File: src/core/hpp_pkg.sv
// Package with constants and register map for the hub port power and upstream sense block.
// Functional notes
// Enabled port releases its power pin, pull-up on, switching port power on.
// Low level on an enabled port's power pin means overcurrent on that port.
// Disabled port, by configuration or host, drives its power pin low; shared mode drives only the shared pin, with both ports disabled.
// Names ending in the low-active suffix assert low, all others assert high.
// Upstream power sense input decides whether the upstream connection is up.
// Toggling upstream sense drops and re-establishes the connection without full reset.
// Shared power mode uses one pin for enable and overcurrent of all ports.
// Overcurrent and upstream sense levels are synchronised before any decision.
package hpp_pkg;

    // ----------------------------------------------------------------
    // Register map
    // ----------------------------------------------------------------
    localparam logic [7:0] HPP_ADDR_CTRL   = 8'h00;
    localparam logic [7:0] HPP_ADDR_STATUS = 8'h04;
    localparam logic [7:0] HPP_ADDR_EVENT  = 8'h08;
    localparam logic [7:0] HPP_ADDR_MASK   = 8'h0C;

    // Control fields: [0] port5 enable, [1] port6 enable, [2] shared power mode.
    localparam int HPP_CTRL_P5_EN  = 0;
    localparam int HPP_CTRL_P6_EN  = 1;
    localparam int HPP_CTRL_SHARED = 2;
    localparam logic [2:0] HPP_CTRL_RST = 3'h0;

    // Event fields: [0] port5 overcurrent, [1] port6 overcurrent, [2] upstream up, [3] upstream down.
    localparam int HPP_EV_OC5  = 0;
    localparam int HPP_EV_OC6  = 1;
    localparam int HPP_EV_UP   = 2;
    localparam int HPP_EV_DOWN = 3;
    localparam logic [3:0] HPP_EV_RST   = 4'h0;
    localparam logic [3:0] HPP_MASK_RST = 4'h0;

    localparam logic [1:0] HPP_RESP_OKAY   = 2'h0;
    localparam logic [1:0] HPP_RESP_SLVERR = 2'h2;

    // Synchroniser depth.
    localparam int HPP_SYNC_STAGES = 2;

endpackage : hpp_pkg

File: src/core/hpp_sync.sv
// Two-flop level synchroniser for pin inputs.
`timescale 1ns/10ps
module hpp_sync
    import hpp_pkg::*;
#(
    parameter int WIDTH = 1
) (
    input  wire logic             clock,
    input  wire logic             rst,
    input  wire logic [WIDTH-1:0] async_in,
    output logic      [WIDTH-1:0] sync_out
);
    typedef struct packed {
        logic [WIDTH-1:0] meta;
        logic [WIDTH-1:0] stable;
    } hpp_sync_state_t;

    hpp_sync_state_t state_ff;
    hpp_sync_state_t nxt_state;

    // The first stage feeds only the second stage.
    always_comb begin
        nxt_state.meta   = async_in;
        nxt_state.stable = state_ff.meta;
    end

    // Reset value is high: an idle pulled-up pin must not read as an alarm.
    always_ff @(posedge clock) begin
        if (rst) begin
            state_ff <= '1;
        end else begin
            state_ff <= nxt_state;
        end
    end

    assign sync_out = state_ff.stable;
endmodule : hpp_sync

File: src/core/hpp_top.sv
// Port power control, overcurrent sense and upstream power sense with AXI4-Lite registers.
`timescale 1ns/10ps
module hpp_top
    import hpp_pkg::*;
(
    input  wire logic        clock,
    input  wire logic        rst,
    // AXI4-Lite slave
    input  wire logic [7:0]  s_axi_awaddr,
    input  wire logic        s_axi_awvalid,
    output logic             s_axi_awready,
    input  wire logic [31:0] s_axi_wdata,
    input  wire logic [3:0]  s_axi_wstrb,
    input  wire logic        s_axi_wvalid,
    output logic             s_axi_wready,
    output logic [1:0]       s_axi_bresp,
    output logic             s_axi_bvalid,
    input  wire logic        s_axi_bready,
    input  wire logic [7:0]  s_axi_araddr,
    input  wire logic        s_axi_arvalid,
    output logic             s_axi_arready,
    output logic [31:0]      s_axi_rdata,
    output logic [1:0]       s_axi_rresp,
    output logic             s_axi_rvalid,
    input  wire logic        s_axi_rready,
    // Host port disable command, one bit per port (bit0 port5, bit1 port6).
    input  wire logic [1:0]  host_port_off,
    // Open-drain power control pins.
    input  wire logic        port5_power_ctl_in,
    output logic             port5_power_ctl_out,
    output logic             port5_power_ctl_oe,
    output logic             port5_pullup_en,
    input  wire logic        port6_power_ctl_in,
    output logic             port6_power_ctl_out,
    output logic             port6_power_ctl_oe,
    output logic             port6_pullup_en,
    // Shared power control pin, used in shared mode.
    input  wire logic        shared_power_control_in,
    output logic             shared_power_control_out,
    output logic             shared_power_control_oe,
    output logic             shared_pullup_en,
    input  wire logic        upstream_power_sense,
    output logic             upstream_connected,
    output logic             irq
);

    // ----------------------------------------------------------------
    // State
    // ----------------------------------------------------------------
    typedef struct packed {
        logic        awready;
        logic        wready;
        logic        aw_got;
        logic        w_got;
        logic [7:0]  awaddr;
        logic [31:0] wdata;
        logic [3:0]  wstrb;
        logic        bvalid;
        logic [1:0]  bresp;
        logic        arready;
        logic        rvalid;
        logic [31:0] rdata;
        logic [1:0]  rresp;
        logic [2:0]  ctrl;
        logic [3:0]  events;
        logic [3:0]  mask;
        logic [1:0]  oc;
        logic        up;
        logic [2:0]  oe;
        logic [5:0]  oe_d;
        logic        irq;
    } hpp_state_t;

    hpp_state_t state_ff;
    hpp_state_t nxt_state;

    logic [2:0] pins_sync;
    logic [1:0] en_eff;
    logic       shared_en;
    logic [1:0] oc_now;
    logic [2:0] released;
    logic [3:0] ev_set;
    logic [3:0] ev_clr;
    logic       wr_fire;

    function automatic logic addr_ok(input logic [7:0] a);
        addr_ok = (a == HPP_ADDR_CTRL) || (a == HPP_ADDR_STATUS) ||
                  (a == HPP_ADDR_EVENT) || (a == HPP_ADDR_MASK);
    endfunction : addr_ok

    // ----------------------------------------------------------------
    // Pin synchronisation
    // ----------------------------------------------------------------
    hpp_sync #(
        .WIDTH (3)
    ) u_sync (
        .clock    (clock),
        .rst      (rst),
        .async_in ({shared_power_control_in, port6_power_ctl_in, port5_power_ctl_in}),
        .sync_out (pins_sync)
    );

    logic up_sync_n;
    // The sense rides inverted because the synchroniser resets high and no power must read as idle.
    hpp_sync #(
        .WIDTH (1)
    ) u_sync_up (
        .clock    (clock),
        .rst      (rst),
        .async_in (~upstream_power_sense),
        .sync_out (up_sync_n)
    );

    // ----------------------------------------------------------------
    // Port logic
    // ----------------------------------------------------------------
    always_comb begin
        released  = ~(state_ff.oe | state_ff.oe_d[2:0] | state_ff.oe_d[5:3]);
        shared_en = state_ff.ctrl[HPP_CTRL_SHARED];
        en_eff    = state_ff.ctrl[HPP_CTRL_P6_EN:HPP_CTRL_P5_EN] & ~host_port_off;
        // Overcurrent counts only once the pin has been released for three cycles, one more than the synchroniser depth.
        if (shared_en) begin
            oc_now = {2{(|en_eff) && released[2] && !pins_sync[2]}};
        end else begin
            oc_now[0] = en_eff[0] && released[0] && !pins_sync[0];
            oc_now[1] = en_eff[1] && released[1] && !pins_sync[1];
        end
        ev_set = {state_ff.up && up_sync_n, !state_ff.up && !up_sync_n, oc_now & ~state_ff.oc};
        wr_fire = state_ff.aw_got && state_ff.w_got && !state_ff.bvalid;
        ev_clr  = '0;
        if (wr_fire && state_ff.awaddr == HPP_ADDR_EVENT && state_ff.wstrb[0]) begin
            ev_clr = state_ff.wdata[3:0];
        end
    end

    // ----------------------------------------------------------------
    // Next state
    // ----------------------------------------------------------------
    always_comb begin
        nxt_state = state_ff;
        nxt_state.oc = oc_now;
        nxt_state.up = !up_sync_n;
        // Set wins over a same-cycle clear.
        nxt_state.events = (state_ff.events & ~ev_clr) | ev_set;
        if (shared_en) begin
            nxt_state.oe = {!(|en_eff), 2'b00};
        end else begin
            nxt_state.oe = {1'b0, ~en_eff};
        end
        nxt_state.oe_d = {state_ff.oe_d[2:0], state_ff.oe};
        nxt_state.irq = |(nxt_state.events & state_ff.mask);

        // Write channel: address and data accepted in either order.
        nxt_state.awready = !state_ff.aw_got && !state_ff.bvalid;
        nxt_state.wready  = !state_ff.w_got && !state_ff.bvalid;
        if (s_axi_awvalid && state_ff.awready) begin
            nxt_state.aw_got  = 1'b1;
            nxt_state.awaddr  = s_axi_awaddr;
            nxt_state.awready = 1'b0;
        end
        if (s_axi_wvalid && state_ff.wready) begin
            nxt_state.w_got  = 1'b1;
            nxt_state.wdata  = s_axi_wdata;
            nxt_state.wstrb  = s_axi_wstrb;
            nxt_state.wready = 1'b0;
        end
        if (wr_fire) begin
            nxt_state.bvalid = 1'b1;
            nxt_state.bresp  = addr_ok(state_ff.awaddr) ? HPP_RESP_OKAY : HPP_RESP_SLVERR;
            if (state_ff.wstrb[0]) begin
                unique case (state_ff.awaddr)
                    HPP_ADDR_CTRL: begin
                        nxt_state.ctrl = state_ff.wdata[2:0];
                    end
                    HPP_ADDR_MASK: begin
                        nxt_state.mask = state_ff.wdata[3:0];
                    end
                    default: begin
                    end
                endcase
            end
        end
        if (state_ff.bvalid && s_axi_bready) begin
            nxt_state.bvalid  = 1'b0;
            nxt_state.aw_got  = 1'b0;
            nxt_state.w_got   = 1'b0;
            nxt_state.awready = 1'b1;
            nxt_state.wready  = 1'b1;
        end

        // Read channel.
        nxt_state.arready = !state_ff.rvalid && !(s_axi_arvalid && state_ff.arready);
        if (s_axi_arvalid && state_ff.arready) begin
            nxt_state.rvalid = 1'b1;
            nxt_state.rresp  = addr_ok(s_axi_araddr) ? HPP_RESP_OKAY : HPP_RESP_SLVERR;
            unique case (s_axi_araddr)
                HPP_ADDR_CTRL:   nxt_state.rdata = {29'h0, state_ff.ctrl};
                HPP_ADDR_STATUS: nxt_state.rdata = {27'h0, en_eff, state_ff.up, state_ff.oc};
                HPP_ADDR_EVENT:  nxt_state.rdata = {28'h0, state_ff.events};
                HPP_ADDR_MASK:   nxt_state.rdata = {28'h0, state_ff.mask};
                default:         nxt_state.rdata = 32'h0;
            endcase
        end
        if (state_ff.rvalid && s_axi_rready) begin
            nxt_state.rvalid  = 1'b0;
            nxt_state.arready = 1'b1;
        end
    end

    always_ff @(posedge clock) begin
        if (rst) begin
            state_ff        <= '0;
            state_ff.ctrl   <= HPP_CTRL_RST;
            state_ff.events <= HPP_EV_RST;
            state_ff.mask   <= HPP_MASK_RST;
            state_ff.oe     <= 3'h7;
            state_ff.oe_d   <= '1;
        end else begin
            state_ff <= nxt_state;
        end
    end

    // ----------------------------------------------------------------
    // Outputs
    // ----------------------------------------------------------------
    assign s_axi_awready = state_ff.awready;
    assign s_axi_wready  = state_ff.wready;
    assign s_axi_bvalid  = state_ff.bvalid;
    assign s_axi_bresp   = state_ff.bresp;
    assign s_axi_arready = state_ff.arready;
    assign s_axi_rvalid  = state_ff.rvalid;
    assign s_axi_rdata   = state_ff.rdata;
    assign s_axi_rresp   = state_ff.rresp;
    // Pins drive only low; pull-up is on whenever the pin is released.
    assign port5_power_ctl_out      = 1'b0;
    assign port6_power_ctl_out      = 1'b0;
    assign shared_power_control_out = 1'b0;
    assign port5_power_ctl_oe       = state_ff.oe[0];
    assign port6_power_ctl_oe       = state_ff.oe[1];
    assign shared_power_control_oe  = state_ff.oe[2];
    assign port5_pullup_en          = !state_ff.oe[0];
    assign port6_pullup_en          = !state_ff.oe[1];
    assign shared_pullup_en         = !state_ff.oe[2];
    assign upstream_connected       = state_ff.up;
    assign irq                      = state_ff.irq;

    // ----------------------------------------------------------------
    // Checks
    // ----------------------------------------------------------------
    property p_disable_drives;
        @(posedge clock) disable iff (rst)
        (!shared_en && !en_eff[0]) |=> port5_power_ctl_oe;
    endproperty
    a_disable_drives: assert property (p_disable_drives) else $error("disabled port5 not driven");

    property p_enable_release;
        @(posedge clock) disable iff (rst)
        (!shared_en && en_eff[1]) |=> (!port6_power_ctl_oe && port6_pullup_en);
    endproperty
    a_enable_release: assert property (p_enable_release) else $error("enabled port6 not released");

    property p_oc_detect;
        @(posedge clock) disable iff (rst)
        (!shared_en && en_eff[0] && released[0] && !pins_sync[0]) |=> state_ff.oc[0];
    endproperty
    a_oc_detect: assert property (p_oc_detect) else $error("overcurrent missed");

    property p_oc_low_only;
        @(posedge clock) disable iff (rst)
        state_ff.oc[1] |-> $past(!pins_sync[1] || pins_sync[2] == 1'b0);
    endproperty
    a_oc_low_only: assert property (p_oc_low_only) else $error("overcurrent without low pin");

    property p_up_follow;
        @(posedge clock) disable iff (rst)
        $rose(upstream_power_sense) ##1 upstream_power_sense [*2] |=> upstream_connected;
    endproperty
    a_up_follow: assert property (p_up_follow) else $error("upstream not connected");

    property p_renegotiate;
        @(posedge clock) disable iff (rst)
        $fell(upstream_connected) |-> ##[1:2] state_ff.events[HPP_EV_DOWN];
    endproperty
    a_renegotiate: assert property (p_renegotiate) else $error("drop not flagged");

    property p_shared_pin;
        @(posedge clock) disable iff (rst)
        shared_en |=> (!port5_power_ctl_oe && !port6_power_ctl_oe);
    endproperty
    a_shared_pin: assert property (p_shared_pin) else $error("per-port pin driven in shared mode");

    property p_sync_delay;
        @(posedge clock) disable iff (rst)
        $changed(upstream_power_sense) |=> $stable(up_sync_n);
    endproperty
    a_sync_delay: assert property (p_sync_delay) else $error("sense passed too fast");

endmodule : hpp_top

File: config.mk
export PLATFORM = sky130hd
export DESIGN_NAME = hpp_top
export DESIGN_NICKNAME = d
export VERILOG_FILES = /design/src/core/hpp_pkg.sv /design/src/core/hpp_sync.sv /design/src/core/hpp_top.sv
export SDC_FILE = /design/constraint.sdc
export NUM_CORES = 1
export LEC_CHECK = 0
export ABC_AREA = 1
export ABC_CLOCK_PERIOD_IN_PS = 2400
export BUFFER_PORTS_ARGS = -buffer_cell sky130_fd_sc_hd__buf_4
export CAP_MARGIN = 20
export CORE_MARGIN = 1.5
export CORE_UTILIZATION = 50
export CTS_CLUSTER_SIZE = 20
export DETAILED_ROUTE_END_ITERATION = 10
export GPL_TIMING_DRIVEN = 0
export PLACE_DENSITY = 0.88
export SLEW_MARGIN = 5
export SYNTH_ARGS = -nofsm -noshare
export SYNTH_HDL_FRONTEND = slang
export SYNTH_SLANG_ARGS = --single-unit
File: constraint.sdc
create_clock -name clock -period 2.4 [get_ports clock]
set_clock_uncertainty 0.2 [all_clocks]
set_input_delay 0.12 -clock clock [delete_from_list [all_inputs] [get_ports clock]]
set_output_delay 0.12 -clock clock [all_outputs]
set_load 0.005 [all_outputs]
**Word level (Yosys, flattened, before mapping)**

Cells that the tools add are included.

- Register bits: 88
- Input bits: 65

- Equal/unequal tests: 6
- Mux-type cells: 13
- Bitwise gates (word level): 13
- Reductions and logical operators: 48

Operator list:

| kind | number |
|---|---|
| 35-bit two-way mux | 1 |
| 8-bit by 4-bit == test with 1-bit output (second input constant) | 4 |
| 1-bit logical AND | 20 |
| 5-bit one-hot mux with 4 select lines | 1 |
| 8-bit by 3-bit == test with 1-bit output (second input constant) | 2 |
| 8-bit logical NOT | 2 |
| 1-bit logical NOT | 14 |
| 4-bit bitwise AND | 2 |
| 2-bit two-way mux | 4 |
| 4-bit two-way mux | 2 |
| 1-bit logical OR | 6 |
| 2-bit inverter | 3 |
| 3-bit bitwise OR | 2 |
| 3-bit AND reduction | 2 |
| 2-bit OR reduction | 3 |
| 2-bit bitwise AND | 2 |
| 1-bit two-way mux | 4 |
| 4-bit inverter | 1 |
| 4-bit bitwise OR | 1 |
| 4-bit OR reduction | 1 |
| 3-bit two-way mux | 1 |
| 3-bit inverter | 1 |
| 1-bit inverter | 1 |

**Depth between registers and ports, before layout**

- Depth in word-level cells: 10
- Gate-level depth with buffers: 11
- Depth with buffers taken out: 11

**By module**

From an unflattened synthesis, not the netlist that was laid out.

- Cell total of the unflattened synthesis: 341
- Area total of the unflattened synthesis: 2,534.9 µm²

By module, submodules not included:

| module | times used | cells each | area each (µm²) |
|---|---|---|---|
| hpp_top | 1 | 315 | 2,307.2 |
| hpp_sync (u_sync) | 1 | 19 | 168.9 |
| hpp_sync (u_sync_up) | 1 | 7 | 58.8 |

**Worst setup path before layout**

OpenSTA, ideal clock, no wires.

- Kind: flip-flop to flip-flop
- Start: register state_ff (netlist bit s_axi_bvalid)
- End: register state_ff (netlist bit irq)
- Setup time: 0.128 ns
- Arrival: 1.081 ns
- Path slack: 0.991 ns
- Cell stages (with the launch flop): 11
- Buffers on the path: 0
- Clock period less this slack: 1.409 ns
- Path through: dfxtp_1 > inv_2 > nand4_2 > nor2_4 > nand3_1 > nand2_1 > nand2_1 > nand2_1 > nand2_1 > nor2_1 > nor2_1

- Word-level cells in the longest chain between the ends: 10

RTL lines:

| item | RTL line | RTL |
|---|---|---|
| start: declaration | hpp_top.sv:74 | `hpp_state_t state_ff;` |
| start signal: assignment | hpp_top.sv:219 | `state_ff <= nxt_state;` |
| 1-bit logical NOT | hpp_top.sv:129 | `wr_fire = state_ff.aw_got && state_ff.w_got && !state_ff.bvalid;` |
| 1-bit logical AND | hpp_top.sv:129 |  |
| 1-bit logical AND (2 in series) | hpp_top.sv:131 | `if (wr_fire && state_ff.awaddr == HPP_ADDR_EVENT && state_ff.wstrb[0]) begin` |
| 4-bit two-way mux | hpp_top.sv:131 |  |
| 4-bit inverter | hpp_top.sv:144 | `nxt_state.events = (state_ff.events & ~ev_clr) \| ev_set;` |
| 4-bit bitwise AND | hpp_top.sv:144 |  |
| 4-bit bitwise OR | hpp_top.sv:144 |  |
| 4-bit bitwise AND | hpp_top.sv:151 | `nxt_state.irq = \|(nxt_state.events & state_ff.mask);` |
| 4-bit OR reduction | hpp_top.sv:151 |  |

Every way passes these cells.
A chain may end at the register's enable or synchronous reset.

**Worst setup path after layout**

- Start: input port s_axi_araddr[0]
- End: register state_ff (netlist bit s_axi_rdata[4])

- Word-level cells in the longest chain between the ends: 2
- Elaborated cells on any way between the ends: 5
- Those cells by class: eq/ne (3); mux (1); reduce/logical (1)

RTL lines:

| item | RTL line | RTL |
|---|---|---|
| start: declaration | hpp_top.sv:19 | `input wire logic [7:0] s_axi_araddr,` |
| 8-bit by 4-bit == test with 1-bit output (tied with other cells) | hpp_top.sv:196 | `unique case (s_axi_araddr)` |
| 5-bit one-hot mux with 4 select lines (*) | hpp_top.sv:196 |  |

Mark *: on every way between the ends. The rest lies on a longest branch, timed or not.

==> qor.yml <==
diodes: 0
drt_first_pass_iters: 5
endpoint: "s_axi_rdata[4]$_SDFFE_PP0P_"
synthToLayoutAreaGrowth_pct: 42.9
crit_type: "in -> reg"
ir_worst_vdd_mv: 0.546
period_minus_slack_ps: 2080
dp.final_hpwl_um: 3930
required_ps: 2480
die_area_um2: 5490
antenna_found_initial: 0
met2_length_um: 3030
clk_latency_ps: 340
grtUsageTotal: 0.229
hp-class: "in -> reg"
drv_slew: 0
p_sw_frac: 0.223
cp_max_fo: 5
drive_gt1_frac: 0.279
r2r_start: "s_axi_arready$_SDFF_PP0_"
p_int_mw: 1.75
p_leak_nw: 1.74
drc: 0
grt_pass1_vias: 2130
crit_arrival_ps: 2160
num_rows: 25
pin_count: 117
wl_met1_um: 2270
tightest_slew_ps: 528
clk_path_buf_depth: 2
synthesis.area_um2: 2530
drt_iter0_markers: 214
status: "completed"
rsz0062_at_grt: "false"
wl_met3_um: 341
timing.final.crit_share: 0.868
cap_violations: 0
grt.overflow.total: 0
fmax_ghz: 0.480
ff2ff_path_depth: 5
pwr-share-comb: 0.117
relSlewSlack: 0.648
path_clk_slew_ps: 60
yosys.cell_types.count: 24
ys_top_cells_by_area: "dfxtp_1 (47%), buf_4 (12%), nand2_1 (7.6%), nor2_1 (5.9%), o21ai_0 (5.5%)"
crit_path_start_kind: "input port"
die-width_um: 74.1
highest_layer: "met4"
syn_inst: 329
synth-seq-cells: 59
hold_violations: 0
cts.sinks: 59
endpoint_kind: "flop"
holdWs_ps: 24.8
ys_seq_area_frac: 0.468
startpoint: "s_axi_araddr[0]"
p_switching_uw: 504
synth_top_cell_by_area: "dfxtp_1"
io_buffers: 52
synth_top_area_share: 0.468
avgSynthCellArea_um2: 7.68
tns_ps: 0
p_clk_frac: 0.420
wire_per_inst_um: 11.1
viasPerCell: 4.56
grt_max_degree: 11
core-area_um2: 4790
h-tree-depth: 3
cts-root-buf: "clkbuf_8"
numCtsBuffers: 9
grt_pass1_wl_um: 9320
r2r_slack_ps: 650
vias: 2381
p_per_area_nw_per_um2: 625
power.sequential.fraction: 0.463
worstReg2RegEnd: "s_axi_rdata[4]$_SDFFE_PP0P_"
nNetsFinal: 516
post_cts_buffers: 0
die_h_um: 74.1
place.gp.congestion: 0.813
ys_warn_count: 0
start_util: 0.528
setup_violations: 0
antenna_left: 0
drt-total-wl_um: 5800
tritoncts: "yes"
## flip-flops by register name, indices dropped and copies added (netlist names), 3 cells and up
signal and cells:
u_sync.nxt_state 3, s_axi_rdata 5, u_sync.sync_out 3, state_ff 30, nxt_state 3
## layout by cell type (no fill, tap or decap), drive strengths merged
| cell | instances |
|---|---|
| a21oi | 24 |
| a31oi | 1 |
| buf | 93 |
| bufinv | 1 |
| clkbuf | 19 |
| clkinv | 1 |
| conb | 32 |
| dfxtp | 59 |
| dlygate4sd3 | 28 |
| inv | 32 |
| nand2 | 51 |
| nand3 | 25 |
| nand3b | 1 |
| nand4 | 4 |
| nor2 | 42 |
| nor3 | 5 |
| o21ai | 28 |
| or2 | 9 |
## timing repair
action | in CTS | in global routing
hold endpoints to repair | 32 | 0
hold buffers | 28 | 0
gates resized for setup | 0 | 0
## logic make-up (layout without fill, tap and decap cells)
| family | Yosys count | count (layout) | synth area share |
|---|---|---|---|
| AND/OR/NAND/NOR | 137 | 137 | 0.243 |
| buffers and inverters | 79 | 174 | 0.176 |
| flip-flops | 59 | 59 | 0.468 |
| AO/OA/AOI/OAI | 53 | 53 | 0.111 |
| other | 1 | 32 | 0.00148 |
## critical path, stage by stage
cell and delay [ps]:
dlygate4sd3_1 540, buf_4 140, nor2_2 130, nand2_1 100, nor3_2 320, nand3_1 120
a21oi_1 140, dlygate4sd3_1 550
## metal layers
| layer | GRT usage | vias up |
|---|---|---|
| met5 | 0 | - |
| met4 | 0.0844 | 0 |
| met3 | 0.0799 | 18 |
| met2 | 0.422 | 90 |
| met1 | 0.239 | 1054 |
| li1 | - | 1219 |
## stage by stage
step                      total power [mW]   util  instances  setup slack (ps)  area [um2]
after floorplan                       1.20      -        360               991        2640
after global placement                1.28  0.651        479               875        3120
after detailed placement              1.29  0.651        479               855        3120
after CTS                             2.26  0.754        522               371        3610
after global routing                  2.35  0.754        522               144        3610
final                                 2.26  0.754        522               318        3610
## power groups by stage
stage	Sequential [mW]	Clock, mW	Combinational (mW)
CTS	1.04	0.956	0.257
finish	1.05	0.948	0.263
detailed placement	1.07	0	0.221
floorplan	1.06	0	0.141
global placement	1.06	0	0.215
global route	1.05	1.00	0.292
## how the worst min path moves through the flow
stage                               from                                 to  slack (ps)  cells after the start
floorplan           upstream_power_sense  u_sync_up.nxt_state[0]$_SDFF_PP1_         -10                      1
global placement    upstream_power_sense  u_sync_up.nxt_state[0]$_SDFF_PP1_          90                      2
detailed placement  upstream_power_sense  u_sync_up.nxt_state[0]$_SDFF_PP1_          90                      2
CTS                                  rst     u_sync.nxt_state[2]$_SDFF_PP1_          20                      2
global route                         rst     u_sync.nxt_state[2]$_SDFF_PP1_          40                      2
finish                               rst     u_sync.nxt_state[2]$_SDFF_PP1_          20                      2
## cell usage after synthesis
master     n
buf_4     39
nor3_2     1
nor2_4     1
nand3b_1   1
nand3_1   24
nand4_2    1
inv_1     30
a21oi_2    4
clkinv_1   1
o21ai_0   28
clkbuf_1   5
conb_1     1
or2_2      9
inv_2      2
nand2_1   51
nor2_1    40
nand4_1    3
nor3_1     4
a31oi_1    1
nand3_2    1
buf_2      2
nor2_2     1
a21oi_1   20
dfxtp_1   59
## area by class of cell
| cell class | instances | area [um2] |
|---|---|---|
| sequential | 59 | 1180 |
| fill | 349 | 1180 |
| multi-input combinational | 222 | 1020 |
| timing repair buffer | 80 | 671 |
| buffer | 46 | 322 |
| clock buffer | 14 | 183 |
| inverter | 33 | 124 |
| tap | 67 | 83.8 |
| clock inverter | 1 | 30.0 |
Power figures use the tool's default switching activity.
